**src/rtl/eepctl_regs.vh**
```
`ifndef EEPCTL_REGS_VH
`define EEPCTL_REGS_VH
// Clock 40 MHz, period in ns
`define EEPCTL_CLK_NS 25
// Page load gap: next write strobe within this time (ns)
`define EEPCTL_PAGE_GAP_NS 150000
// Host keeps each gap between data bytes below the 149 us device timeout
`define EEPCTL_GAP_SAFE_NS 140000
// Strobe pulse and phase lengths in cycles
`define EEPCTL_SETUP_CYC 4'h4
`define EEPCTL_PULSE_CYC 4'h6
`define EEPCTL_HOLD_CYC 4'h4
`define EEPCTL_READ_CYC 4'hC
// Page size in bytes
`define EEPCTL_PAGE_BYTES 7'h40
// Page row address field of a 15-bit address
`define EEPCTL_ROW_HI 14
`define EEPCTL_ROW_LO 6
// Operation codes
`define EEPCTL_OP_READ 2'h0
`define EEPCTL_OP_WRITE 2'h1
`define EEPCTL_OP_PROT 2'h2
`define EEPCTL_OP_UNPROT 2'h3
// Data polling: top data bit
`define EEPCTL_TOP_BIT 7
`endif

```
**src/rtl/eepctl_strobe.v**
```verilog
`timescale 1ns/100ps
`include "eepctl_regs.vh"
// One bus cycle on the memory pins: read or write strobe
module eepctl_strobe (
  input wire sys_clk_in,
  input wire nrst_in,
  input wire go_in,
  input wire wr_in,
  input wire [14:0] addr_in,
  input wire [7:0] wdata_in,
  input wire [7:0] pin_data_in,
  output reg done_out,
  output reg [7:0] rdata_out,
  output reg ce_n_out,
  output reg oe_n_out,
  output reg we_n_out,
  output reg [14:0] addr_out,
  output reg [7:0] data_out,
  output reg data_oe_n_out
);
  localparam S_IDLE = 4'h1;
  localparam S_SETUP = 4'h2;
  localparam S_PULSE = 4'h4;
  localparam S_HOLD = 4'h8;
  reg [3:0] st_q;
  reg [3:0] cnt_q;
  reg wr_q;
  reg [7:0] sync1_q;
  reg [7:0] sync2_q;
  // Pins arrive asynchronously
  always @(posedge sys_clk_in) begin
    sync1_q <= pin_data_in;
    sync2_q <= sync1_q;
  end
  always @(posedge sys_clk_in) begin
    if (!nrst_in) begin
      st_q <= S_IDLE;
      cnt_q <= 4'h0;
      wr_q <= 1'b0;
      done_out <= 1'b0;
      rdata_out <= 8'h00;
      ce_n_out <= 1'b1;
      oe_n_out <= 1'b1;
      we_n_out <= 1'b1;
      addr_out <= 15'h0000;
      data_out <= 8'h00;
      data_oe_n_out <= 1'b1;
    end else begin
      done_out <= 1'b0;
      case (st_q)
        S_IDLE: begin
          if (go_in) begin
            wr_q <= wr_in;
            addr_out <= addr_in;
            data_out <= wdata_in;
            data_oe_n_out <= ~wr_in;
            ce_n_out <= 1'b0;
            cnt_q <= `EEPCTL_SETUP_CYC;
            st_q <= S_SETUP;
          end
        end
        S_SETUP: begin
          if (cnt_q == 4'h0) begin
            // Write: strobe falls after chip select (RQ8)
            we_n_out <= ~wr_q;
            // Read: select and output enable low, strobe high (RQ1)
            oe_n_out <= wr_q;
            cnt_q <= wr_q ? `EEPCTL_PULSE_CYC : `EEPCTL_READ_CYC;
            st_q <= S_PULSE;
          end else begin
            cnt_q <= cnt_q - 4'h1;
          end
        end
        S_PULSE: begin
          if (cnt_q == 4'h0) begin
            // Strobe rises first, ending the write (RQ8)
            we_n_out <= 1'b1;
            oe_n_out <= 1'b1;
            rdata_out <= sync2_q;
            cnt_q <= `EEPCTL_HOLD_CYC;
            st_q <= S_HOLD;
          end else begin
            cnt_q <= cnt_q - 4'h1;
          end
        end
        S_HOLD: begin
          if (cnt_q == 4'h0) begin
            ce_n_out <= 1'b1;
            data_oe_n_out <= 1'b1;
            done_out <= 1'b1;
            st_q <= S_IDLE;
          end else begin
            cnt_q <= cnt_q - 4'h1;
          end
        end
        default: st_q <= S_IDLE;
      endcase
    end
  end
endmodule // eepctl_strobe

```
**src/rtl/eepctl_host.v**
```verilog
`timescale 1ns/100ps
`include "eepctl_regs.vh"
////////////////////////////////////////////////////////////////////////////
//
// Behaviour
// (RQ1) A read is made with select and output enable low, strobe high.
// (RQ2) Only some memory variants honour the protection sequences.
// (RQ3) Writing the protect command series puts the memory in protection.
// (RQ4) While protected, writes go through only behind that same series.
// (RQ5) The three protect commands are followed by at least one data byte.
// (RQ6) Protect commands and data form one page-load burst.
// (RQ7) A distinct reset series takes the memory out of protection.
// (RQ8) Writes begin at the later fall and end at the earlier rise.
// (RQ9) Every reset command write lies within page-write timing.
// (RQ10) Unprefixed writes to a protected memory are thrown away.
// (RQ11) Strobe falls are at most 150 us apart, or programming starts.
// (RQ12) A page load holds 1 to 64 bytes on one page row address.
// (RQ13) During programming the last byte reads with its top bit inverted.
module eepctl_host #(
  // Command addresses and bytes are plain defaults, set per part
  parameter [14:0] CMD_ADDR_A = 15'h0100,
  parameter [14:0] CMD_ADDR_B = 15'h0200,
  parameter [7:0] CMD_KEY_A = 8'h11,
  parameter [7:0] CMD_KEY_B = 8'h22,
  parameter [7:0] CMD_PROT = 8'h33,
  parameter [7:0] CMD_UNP_A = 8'h44,
  parameter [7:0] CMD_UNP_B = 8'h55,
  parameter [21:0] POLL_LIMIT = 22'h3FFFFF
) (
  input wire sys_clk_in,
  input wire nrst_in,
  input wire req_in,
  input wire [1:0] op_in,
  input wire [14:0] addr_in,
  input wire [7:0] wdata_in,
  input wire last_in,
  output reg ready_out,
  output reg ack_out,
  output reg [7:0] rdata_out,
  output reg busy_out,
  output reg timeout_out,
  output reg prot_out,
  output wire ce_n_out,
  output wire oe_n_out,
  output wire we_n_out,
  output wire [14:0] addr_out,
  output wire [7:0] data_out,
  output wire data_oe_n_out,
  input wire [7:0] data_in
);
  localparam [31:0] GAP_FULL = `EEPCTL_GAP_SAFE_NS / `EEPCTL_CLK_NS;
  localparam [17:0] GAP_CYC = GAP_FULL[17:0];
  localparam S_IDLE = 6'h01;
  localparam S_CMD = 6'h02;
  localparam S_DATA = 6'h04;
  localparam S_WAIT = 6'h08;
  localparam S_POLL = 6'h10;
  localparam S_RD = 6'h20;
  ////////////////////////////////////////////////////////////////////////
  // Command series lookup
  function [22:0] cmd_word;
    input [1:0] op;
    input [2:0] idx;
    begin
      case ({op, idx})
        5'h10, 5'h18, 5'h1B: cmd_word = {CMD_ADDR_A, CMD_KEY_A};
        5'h11, 5'h19, 5'h1C: cmd_word = {CMD_ADDR_B, CMD_KEY_B};
        5'h12: cmd_word = {CMD_ADDR_A, CMD_PROT};
        5'h1A: cmd_word = {CMD_ADDR_A, CMD_UNP_A};
        5'h1D: cmd_word = {CMD_ADDR_A, CMD_UNP_B};
        default: cmd_word = {CMD_ADDR_A, CMD_KEY_A};
      endcase
    end
  endfunction
  ////////////////////////////////////////////////////////////////////////
  reg [5:0] st_q;
  reg [1:0] op_q;
  reg [2:0] idx_q;
  reg [2:0] ncmd_q;
  reg [8:0] row_q;
  reg [6:0] nbytes_q;
  reg [17:0] gap_q;
  reg [21:0] poll_q;
  reg [14:0] last_addr_q;
  reg [7:0] last_data_q;
  reg go_q;
  reg pend_q;
  reg wr_q;
  reg [14:0] baddr_q;
  reg [7:0] bdata_q;
  wire done;
  wire [7:0] brdata;
  eepctl_strobe u_strobe (
    .sys_clk_in(sys_clk_in),
    .nrst_in(nrst_in),
    .go_in(go_q),
    .wr_in(wr_q),
    .addr_in(baddr_q),
    .wdata_in(bdata_q),
    .pin_data_in(data_in),
    .done_out(done),
    .rdata_out(brdata),
    .ce_n_out(ce_n_out),
    .oe_n_out(oe_n_out),
    .we_n_out(we_n_out),
    .addr_out(addr_out),
    .data_out(data_out),
    .data_oe_n_out(data_oe_n_out)
  );
  always @(posedge sys_clk_in) begin
    if (!nrst_in) begin
      st_q <= S_IDLE;
      op_q <= `EEPCTL_OP_READ;
      idx_q <= 3'h0;
      ncmd_q <= 3'h0;
      row_q <= 9'h000;
      nbytes_q <= 7'h00;
      gap_q <= 18'h00000;
      poll_q <= 22'h000000;
      last_addr_q <= 15'h0000;
      last_data_q <= 8'h00;
      go_q <= 1'b0;
      pend_q <= 1'b0;
      wr_q <= 1'b0;
      baddr_q <= 15'h0000;
      bdata_q <= 8'h00;
      ready_out <= 1'b0;
      ack_out <= 1'b0;
      rdata_out <= 8'h00;
      busy_out <= 1'b0;
      timeout_out <= 1'b0;
      prot_out <= 1'b0;
    end else begin
      go_q <= 1'b0;
      ack_out <= 1'b0;
      ready_out <= 1'b0;
      // Bus cycle in flight, so no go pulse is lost
      if (go_q) begin
        pend_q <= 1'b1;
      end else if (done) begin
        pend_q <= 1'b0;
      end
      case (st_q)
        S_IDLE: begin
          ready_out <= 1'b1;
          if (req_in && ready_out) begin
            ready_out <= 1'b0;
            busy_out <= 1'b1;
            timeout_out <= 1'b0;
            op_q <= op_in;
            idx_q <= 3'h0;
            nbytes_q <= 7'h00;
            row_q <= addr_in[`EEPCTL_ROW_HI:`EEPCTL_ROW_LO];
            if (op_in == `EEPCTL_OP_READ) begin
              wr_q <= 1'b0; // RQ1
              baddr_q <= addr_in;
              go_q <= 1'b1;
              st_q <= S_RD;
            end else if (op_in == `EEPCTL_OP_WRITE && !prot_out) begin
              st_q <= S_DATA;
            end else begin
              // Protect prefix also guards writes (RQ4)
              ncmd_q <= (op_in == `EEPCTL_OP_UNPROT) ? 3'h6 : 3'h3; // RQ7
              {baddr_q, bdata_q} <= cmd_word(
                (op_in == `EEPCTL_OP_WRITE) ? `EEPCTL_OP_PROT : op_in, 3'h0);
              op_q <= (op_in == `EEPCTL_OP_UNPROT) ? op_in : `EEPCTL_OP_PROT;
              wr_q <= 1'b1;
              go_q <= 1'b1;
              st_q <= S_CMD;
            end
          end
        end
        S_CMD: begin
          // Back-to-back commands stay inside page timing (RQ6) (RQ9)
          if (done) begin
            if (idx_q + 3'h1 == ncmd_q) begin
              gap_q <= GAP_CYC;
              if (op_q == `EEPCTL_OP_UNPROT) begin
                prot_out <= 1'b0; // RQ7
                st_q <= S_WAIT;
              end else begin
                prot_out <= 1'b1; // RQ3
                st_q <= S_DATA; // RQ5
              end
            end else begin
              idx_q <= idx_q + 3'h1;
              {baddr_q, bdata_q} <= cmd_word(op_q, idx_q + 3'h1);
              go_q <= 1'b1;
            end
          end
        end
        S_DATA: begin
          // Data bytes follow while host keeps one row (RQ12)
          if (gap_q != 18'h00000 && nbytes_q != 7'h00)
            gap_q <= gap_q - 18'h00001;
          ready_out <= !go_q && !pend_q &&
            (nbytes_q == 7'h00 || done_ok(gap_q));
          if (req_in && ready_out && op_in == `EEPCTL_OP_WRITE &&
              addr_in[`EEPCTL_ROW_HI:`EEPCTL_ROW_LO] == row_q &&
              nbytes_q != `EEPCTL_PAGE_BYTES) begin
            ready_out <= 1'b0;
            wr_q <= 1'b1;
            baddr_q <= addr_in;
            bdata_q <= wdata_in;
            last_addr_q <= addr_in;
            last_data_q <= wdata_in;
            go_q <= 1'b1;
            gap_q <= GAP_CYC; // RQ11
            nbytes_q <= nbytes_q + 7'h01;
            if (last_in || nbytes_q + 7'h01 == `EEPCTL_PAGE_BYTES) begin
              st_q <= S_WAIT;
            end
            ack_out <= 1'b1;
          end else if (nbytes_q != 7'h00 && gap_q == 18'h00000) begin
            // Host ran out of gap time; device starts programming (RQ11)
            st_q <= S_WAIT;
          end
        end
        S_WAIT: begin
          // Last bus cycle finished, start polling
          if (!go_q && !pend_q) begin
            poll_q <= POLL_LIMIT;
            wr_q <= 1'b0;
            baddr_q <= last_addr_q;
            go_q <= 1'b1;
            st_q <= S_POLL;
          end
        end
        S_POLL: begin
          if (done) begin
            // Inverted top bit means still programming (RQ13)
            if (brdata[`EEPCTL_TOP_BIT] == last_data_q[`EEPCTL_TOP_BIT] ||
                op_q == `EEPCTL_OP_UNPROT && nbytes_q == 7'h00) begin
              busy_out <= 1'b0;
              st_q <= S_IDLE;
            end else if (poll_q == 22'h000000) begin
              timeout_out <= 1'b1;
              busy_out <= 1'b0;
              st_q <= S_IDLE;
            end else begin
              poll_q <= poll_q - 22'h000001;
              go_q <= 1'b1;
            end
          end
        end
        S_RD: begin
          if (done) begin
            rdata_out <= brdata; // RQ1
            ack_out <= 1'b1;
            busy_out <= 1'b0;
            st_q <= S_IDLE;
          end
        end
        default: st_q <= S_IDLE;
      endcase
    end
  end
  ////////////////////////////////////////////////////////////////////////
  // Enough gap left to issue another byte
  function done_ok;
    input [17:0] g;
    begin
      done_ok = (g != 18'h00000);
    end
  endfunction
endmodule // eepctl_host

```
**config.mk**
```make
export PLATFORM = sky130hd
export DESIGN_NAME = eepctl_host
export DESIGN_NICKNAME = d
export VERILOG_FILES = /design/src/rtl/eepctl_strobe.v /design/src/rtl/eepctl_host.v
export VERILOG_INCLUDE_DIRS = /design/src /design/src/rtl
export SDC_FILE = /design/constraint.sdc
export NUM_CORES = 1
export LEC_CHECK = 0
export ABC_AREA = 0
export BUFFER_PORTS_ARGS = -buffer_cell sky130_fd_sc_hd__buf_2
export CAP_MARGIN = 0
export CORE_UTILIZATION = 54
export DETAILED_ROUTE_END_ITERATION = 8
export PLACE_DENSITY = 0.76
export SKIP_CTS_REPAIR_TIMING = 1
export SYNTH_ARGS = -nofsm -noshare
export SYNTH_HDL_FRONTEND = slang
export SYNTH_HIERARCHICAL = 1
export SYNTH_SLANG_ARGS = --single-unit
export TNS_END_PERCENT = 10
```
**constraint.sdc**
```tcl
create_clock -name sys_clk_in -period 2.4 [get_ports sys_clk_in]
set_clock_uncertainty 0.05 [all_clocks]
set_input_delay 0.24 -clock sys_clk_in [delete_from_list [all_inputs] [get_ports sys_clk_in]]
set_output_delay 0.24 -clock sys_clk_in [all_outputs]
set_load 0.01 [all_outputs]
```
### Word-level counts from Yosys, hierarchy flattened

Memory sizes are Yosys's and may differ from the RTL's.
Index checks and enable logic that the tools add are counted.
W data, S select, Z words.

| storage, ports and cells | value |
|---|---|
| memories | 1 |
| output and inout bits | 40 |
| register bits | 193 |
| logic and storage cells | 250 |
| input bits | 37 |
| bits in read-only memories | 256 |

Memories:

| memory | depth | bits a word | rd ports | clocked after Yosys merged registers in | write ports | line | RTL |
|---|---|---|---|---|---|---|---|
| (no name shown) | 32 | 8 | 1 | 0 | 0 | eepctl_host.v:65 | `case ({op, idx})` |

| operators by class | value |
|---|---|
| eq/ne operators | 41 |
| multiplexer cells | 107 |
| bitwise gates (word level) | 4 |
| add/sub/neg operators | 5 |
| reduce and logical (&&, ||, !) cells | 58 |

Operators by type and width:

| kind | count |
|---|---|
| $mux W15 | 7 |
| $mux W22 | 4 |
| $mux W18 | 4 |
| $mux W6 | 12 |
| $pmux W15 S4 | 1 |
| $mux W8 | 6 |
| $pmux W22 S2 | 1 |
| $mux W4 | 10 |
| $pmux W18 S2 | 1 |
| $pmux W6 S6 | 1 |
| $mux W1 | 35 |
| $pmux W4 S4 | 2 |
| $ne A2 B2 Y1 const B | 12 |
| $pmux W8 S3 | 1 |
| $logic_not A22 Y1 | 1 |
| $sub A22 B1 Y22 const B | 1 |
| $reduce_and A5 Y1 | 4 |
| $logic_not A18 Y1 | 1 |
| $reduce_bool A18 Y1 | 1 |
| $sub A18 B1 Y18 const B | 1 |
| $reduce_and A4 Y1 | 4 |
| $reduce_bool A2 Y1 | 8 |
| $mux W3 | 5 |
| $ne A3 B3 Y1 const B | 5 |
| other kinds (42) | 87 |

### Longest topological paths before layout

| depth | value |
|---|---|
| word-level depth | 6 |
| depth in mapped cells | 11 |
| mapped depth without buffers | 9 |

### Hierarchy

The synthesis kept the hierarchy.

Modules (own cells, without submodules):

| module | area each (sq um) | instances | cells an instance | seq. area each (sq um) |
|---|---|---|---|---|
| eepctl_host | 6072.1 | 1 | 748 | 2502.4 |
| eepctl_strobe | 2308.5 | 1 | 245 | 1221.2 |

### Worst setup path before layout

Ideal clock, no wire load.

| path | value |
|---|---|
| kind | flip-flop to flip-flop |
| start | register st_q[4] (netlist name) |
| end | register nbytes_q[6] |
| clock period less this slack | 2.481 ns |
| arrival time | 2.360 ns |
| path buffers | 3 |
| library setup time | 0.070 ns |
| stages on the path, launching flop included | 10 |
| setup slack | -0.081 ns |
| data required time | 2.280 ns |
| cells stage by stage | dfxtp_1 -> buf_6 -> or4_4 -> nor2_4 -> buf_6 -> nand4_2 -> or3_4 -> buf_6 -> or4b_1 -> a21oi_1 |

RTL lines:

| item | line | RTL |
|---|---|---|
| end signal, assigned | eepctl_host.v:209 | `nbytes_q <= nbytes_q + 7'h01;` |
| end, declared | eepctl_host.v:81 | `reg [6:0] nbytes_q;` |

==> reports/metrics.yaml <==
vias: 7678
min_period_ns: 2.452
diodes: 0
path_class: "flip-flop to flip-flop"
rsz0062_at_grt: "true"
grt_pass1_vias: 7054
clkSlewWorstSetupHoldPaths_ns: 0.08
postSynthCellCount: 993
drive_gt1_share_pct: 24.13
peakVddDrop_mv: 0.7912
slew_viol_final: 0
utilization_pct: 69.29
p_int_mw: 5.497
ant_nets: 0
cts_tree: "done"
via_per_inst: 5.730
synth_xor_area_share_pct: 5.390
clock_latency_ns: 0.44
critPathTopFamily: "simple AND/OR/NAND/NOR gates"
setup_ws_ns: -0.05173
drt_iter0_drc: 555
worst_pin_slew_ns: 0.5885
antenna_found_initial: 0
worst_hold_slack_ns: 0.0004247
nets: 1187
synth_compound_gate_area_share_pct: 17.89
finalHoldViolCount: 0
seq_power_share_pct: 42.7
synth-main-ff-cell: "dfxtp_1"
critPathBufInv: 1
crit_required_ns: 2.72
syn-cell-area_mm2: 0.008381
fmax_ghz: 0.4079
io_buffers: 76
maxCapViolCount: 0
cts_buffer_depth: 2
crit_chain: "or4_4 -> nor2_4 -> nand4_2 -> or3_4 -> buf_4 -> or3_1 -> a21oi_2"
fin_crit_sh_pct: 102.2
worstSetupEndpointType: "flip-flop"
rows: 45
drtPass1Iterations: 8
met1_usage_pct: 34.59
grt_busiest_layer: "met2"
violations: "negative setup slack"
ys_ff_latch: 186
overflow: 0
gp_congestion: 1.012
grt_max_degree: 37
async_flop_share_pct: 0
area_growth_pct: 25.23
fillCellCount: 1157
syn_nets: 1041
drc_errors: 0
p_leak_nw: 4.185
wl_per_cell_um: 16.33
die_w_um: 126.6
crit_path_start_kind: "flip-flop"
switchingPower_mw: 2.523
setup_violations: 4
io_pins: 77
die_h_um: 126.6
synth_area_per_cell_um2: 8.440
start_util_pct: 55.33
cp_slowest_stage_delay_ns: 0.59
cts.sinks: 186
p_sw_share_pct: 31.46
core_region_area_mm2: 0.01515
drt-total-wl_mm: 21.88
p_comb_share_pct: 21.4
power.density_mw_per_mm2: 764.1
use_met3_pct: 6.453
die_area_mm2: 0.01602
slowest_stage: "or4_4"
track_usage_pct: 26.95
synth_top_family_by_area: "simple AND/OR/NAND/NOR gates"
synthMuxAreaShare_pct: 1.807
synth-edff-count: 0
met2_usage_pct: 44.33
synth_simple_gate_area_share_pct: 24.65
synth_cell_types: 79
htreeDepth: 4
synth-adder-area-share_pct: 1.642
hpwl_mm: 14.77
maxSlewHeadroom_pct: 60.47
yosysSeqAreaShare_pct: 44.43
cts_buffers: 17
grt_pass1_wl_mm: 34.47
ys_warn_count: 6
min-delay-path-class: "input port to flip-flop"
crit_fanout: 7
power_frac_clock_pct: 35.9
status: "complete, but fails checks"
cts_root_buf: "clkbuf_16"
arrival_ns: 2.77
power groups by stage:
stage / combinational [mW] / clock, mW / sequential, mW
2_1_floorplan: 0.955 / 0 / 3.46
3_3_place_gp: 1.40 / 0 / 3.48
3_5_place_dp: 1.42 / 0 / 3.48
4_1_cts: 1.44 / 2.91 / 3.41
5_1_grt: 1.86 / 3.06 / 3.45
6_report: 1.71 / 2.88 / 3.42
kinds of logic (layout without fill, tap and decap cells):
group           after synthesis  count (layout)
fa+ha+maj                    11              11
flops                       186             186
simple gates                421             421
mux                          15              15
compound gates              235             235
buf+inv                      75             234
xor+xnor                     50              50
metrics by stage:
stage | instance area [µm²] | total power, mW | std cells | TNS, ns | setup slack, ns
2_1_floorplan | 8381 | 4.417 | 993 | -0.1159 | -0.03628
3_3_place_gp | 9463 | 4.881 | 1293 | -0.06151 | -0.03944
3_5_place_dp | 9463 | 4.906 | 1293 | -0.7122 | -0.1039
4_1_cts | 10080 | 7.766 | 1325 | -2.394 | -0.2123
5_1_grt | 10500 | 8.370 | 1340 | -1.362 | -0.1305
6_report | 10500 | 8.020 | 1340 | -0.07587 | -0.05173
routing by layer:
| metal | wire length, µm | share of wire (%) | vias to the layer above |
|---|---|---|---|
| met5 | 0 | 0 | - |
| met4 | 464 | 2.1 | 0 |
| met3 | 1249 | 5.7 | 39 |
| met2 | 10620 | 49 | 219 |
| met1 | 9549 | 44 | 3635 |
| li1 | - | - | 3785 |
area by class of cell:
class	count	area [µm²]	share of cell area, %
multi-input combinational	732	4573	43.57
sequential	186	3730	35.54
timing repair buffer	184	1274	12.14
clock buffer	17	425.4	4.053
tap	188	235.2	2.241
clock inverter	15	190.2	1.812
inverter	18	67.56	0.6438
path summary, 6_finish.rpt:
| path | start | to | slack [ns] | depth (start not counted) |
|---|---|---|---|---|
| worst min-delay path | addr_in[0] | last_addr_q[0] | 0.0004 | 3 |
| worst max-delay path | st_q[5] | nbytes_q[3] | -0.05 | 7 |
| worst min register to register | u_strobe/sync1_q[0] | u_strobe/sync2_q[0] | 0.28 | 0 |
| worst max register to register | st_q[5] | nbytes_q[3] | -0.05 | 7 |
Yosys cell counts (5+ instances only):
cell type	n	area [µm²]
dfxtp_1	186	3724
nand2_1	161	604.3
nor2_1	93	349.1
a21oi_1	86	430.4
nand3_1	38	190.2
clkbuf_1	37	138.9
a21boi_1	33	247.7
o21ai_0	31	155.2
xor2_1	27	236.5
xnor2_1	22	192.7
nor3_1	21	105.1
a211oi_1	20	150.1
inv_1	17	63.81
a22oi_1	15	112.6
nor4_1	15	93.84
mux2i_1	14	140.1
buf_2	11	55.05
ha_1	11	137.6
and3_1	10	62.56
nand2b_1	10	62.56
nand4_1	10	62.56
buf_6	7	78.83
or2_2	7	43.79
nand3b_1	6	45.04
o21bai_1	6	45.04
a31oi_1	5	31.28
and2_1	5	31.28
nor2b_1	5	31.28
o211ai_1	5	37.54
or3_1	5	31.28
placed cells by master, fill, tap and decap left out, drive strengths merged, types with 10 or more instances in the layout:
cell	instances
a211oi	20
a21boi	36
a21oi	87
a22oi	15
and3	10
buf	175
clkbuf	18
dfxtp	186
ha	11
inv	26
mux2i	14
nand2	162
nand2b	10
nand3	38
nand4	11
nor2	94
nor3	21
nor4	16
o21ai	33
xnor2	22
xor2	27
tightest hold or removal path, stage by stage:
cell and delay, ns:
buf_2 0.11, nand2_1 0.05, a21oi_1 0.05
registers in the layout, summed over array words and instances (netlist names), 6 cells and up:
name and count:
u_strobe/rdata_out 8, baddr_q 15, st_q 6, nbytes_q 7, u_strobe/addr_out 15, gap_q 18, row_q 9, u_strobe/sync1_q 8
last_addr_q 15, u_strobe/sync2_q 8, u_strobe/data_out 8, poll_q 22, rdata_out 8, bdata_q 8
Note: power is estimated with default switching activity, not from simulation.
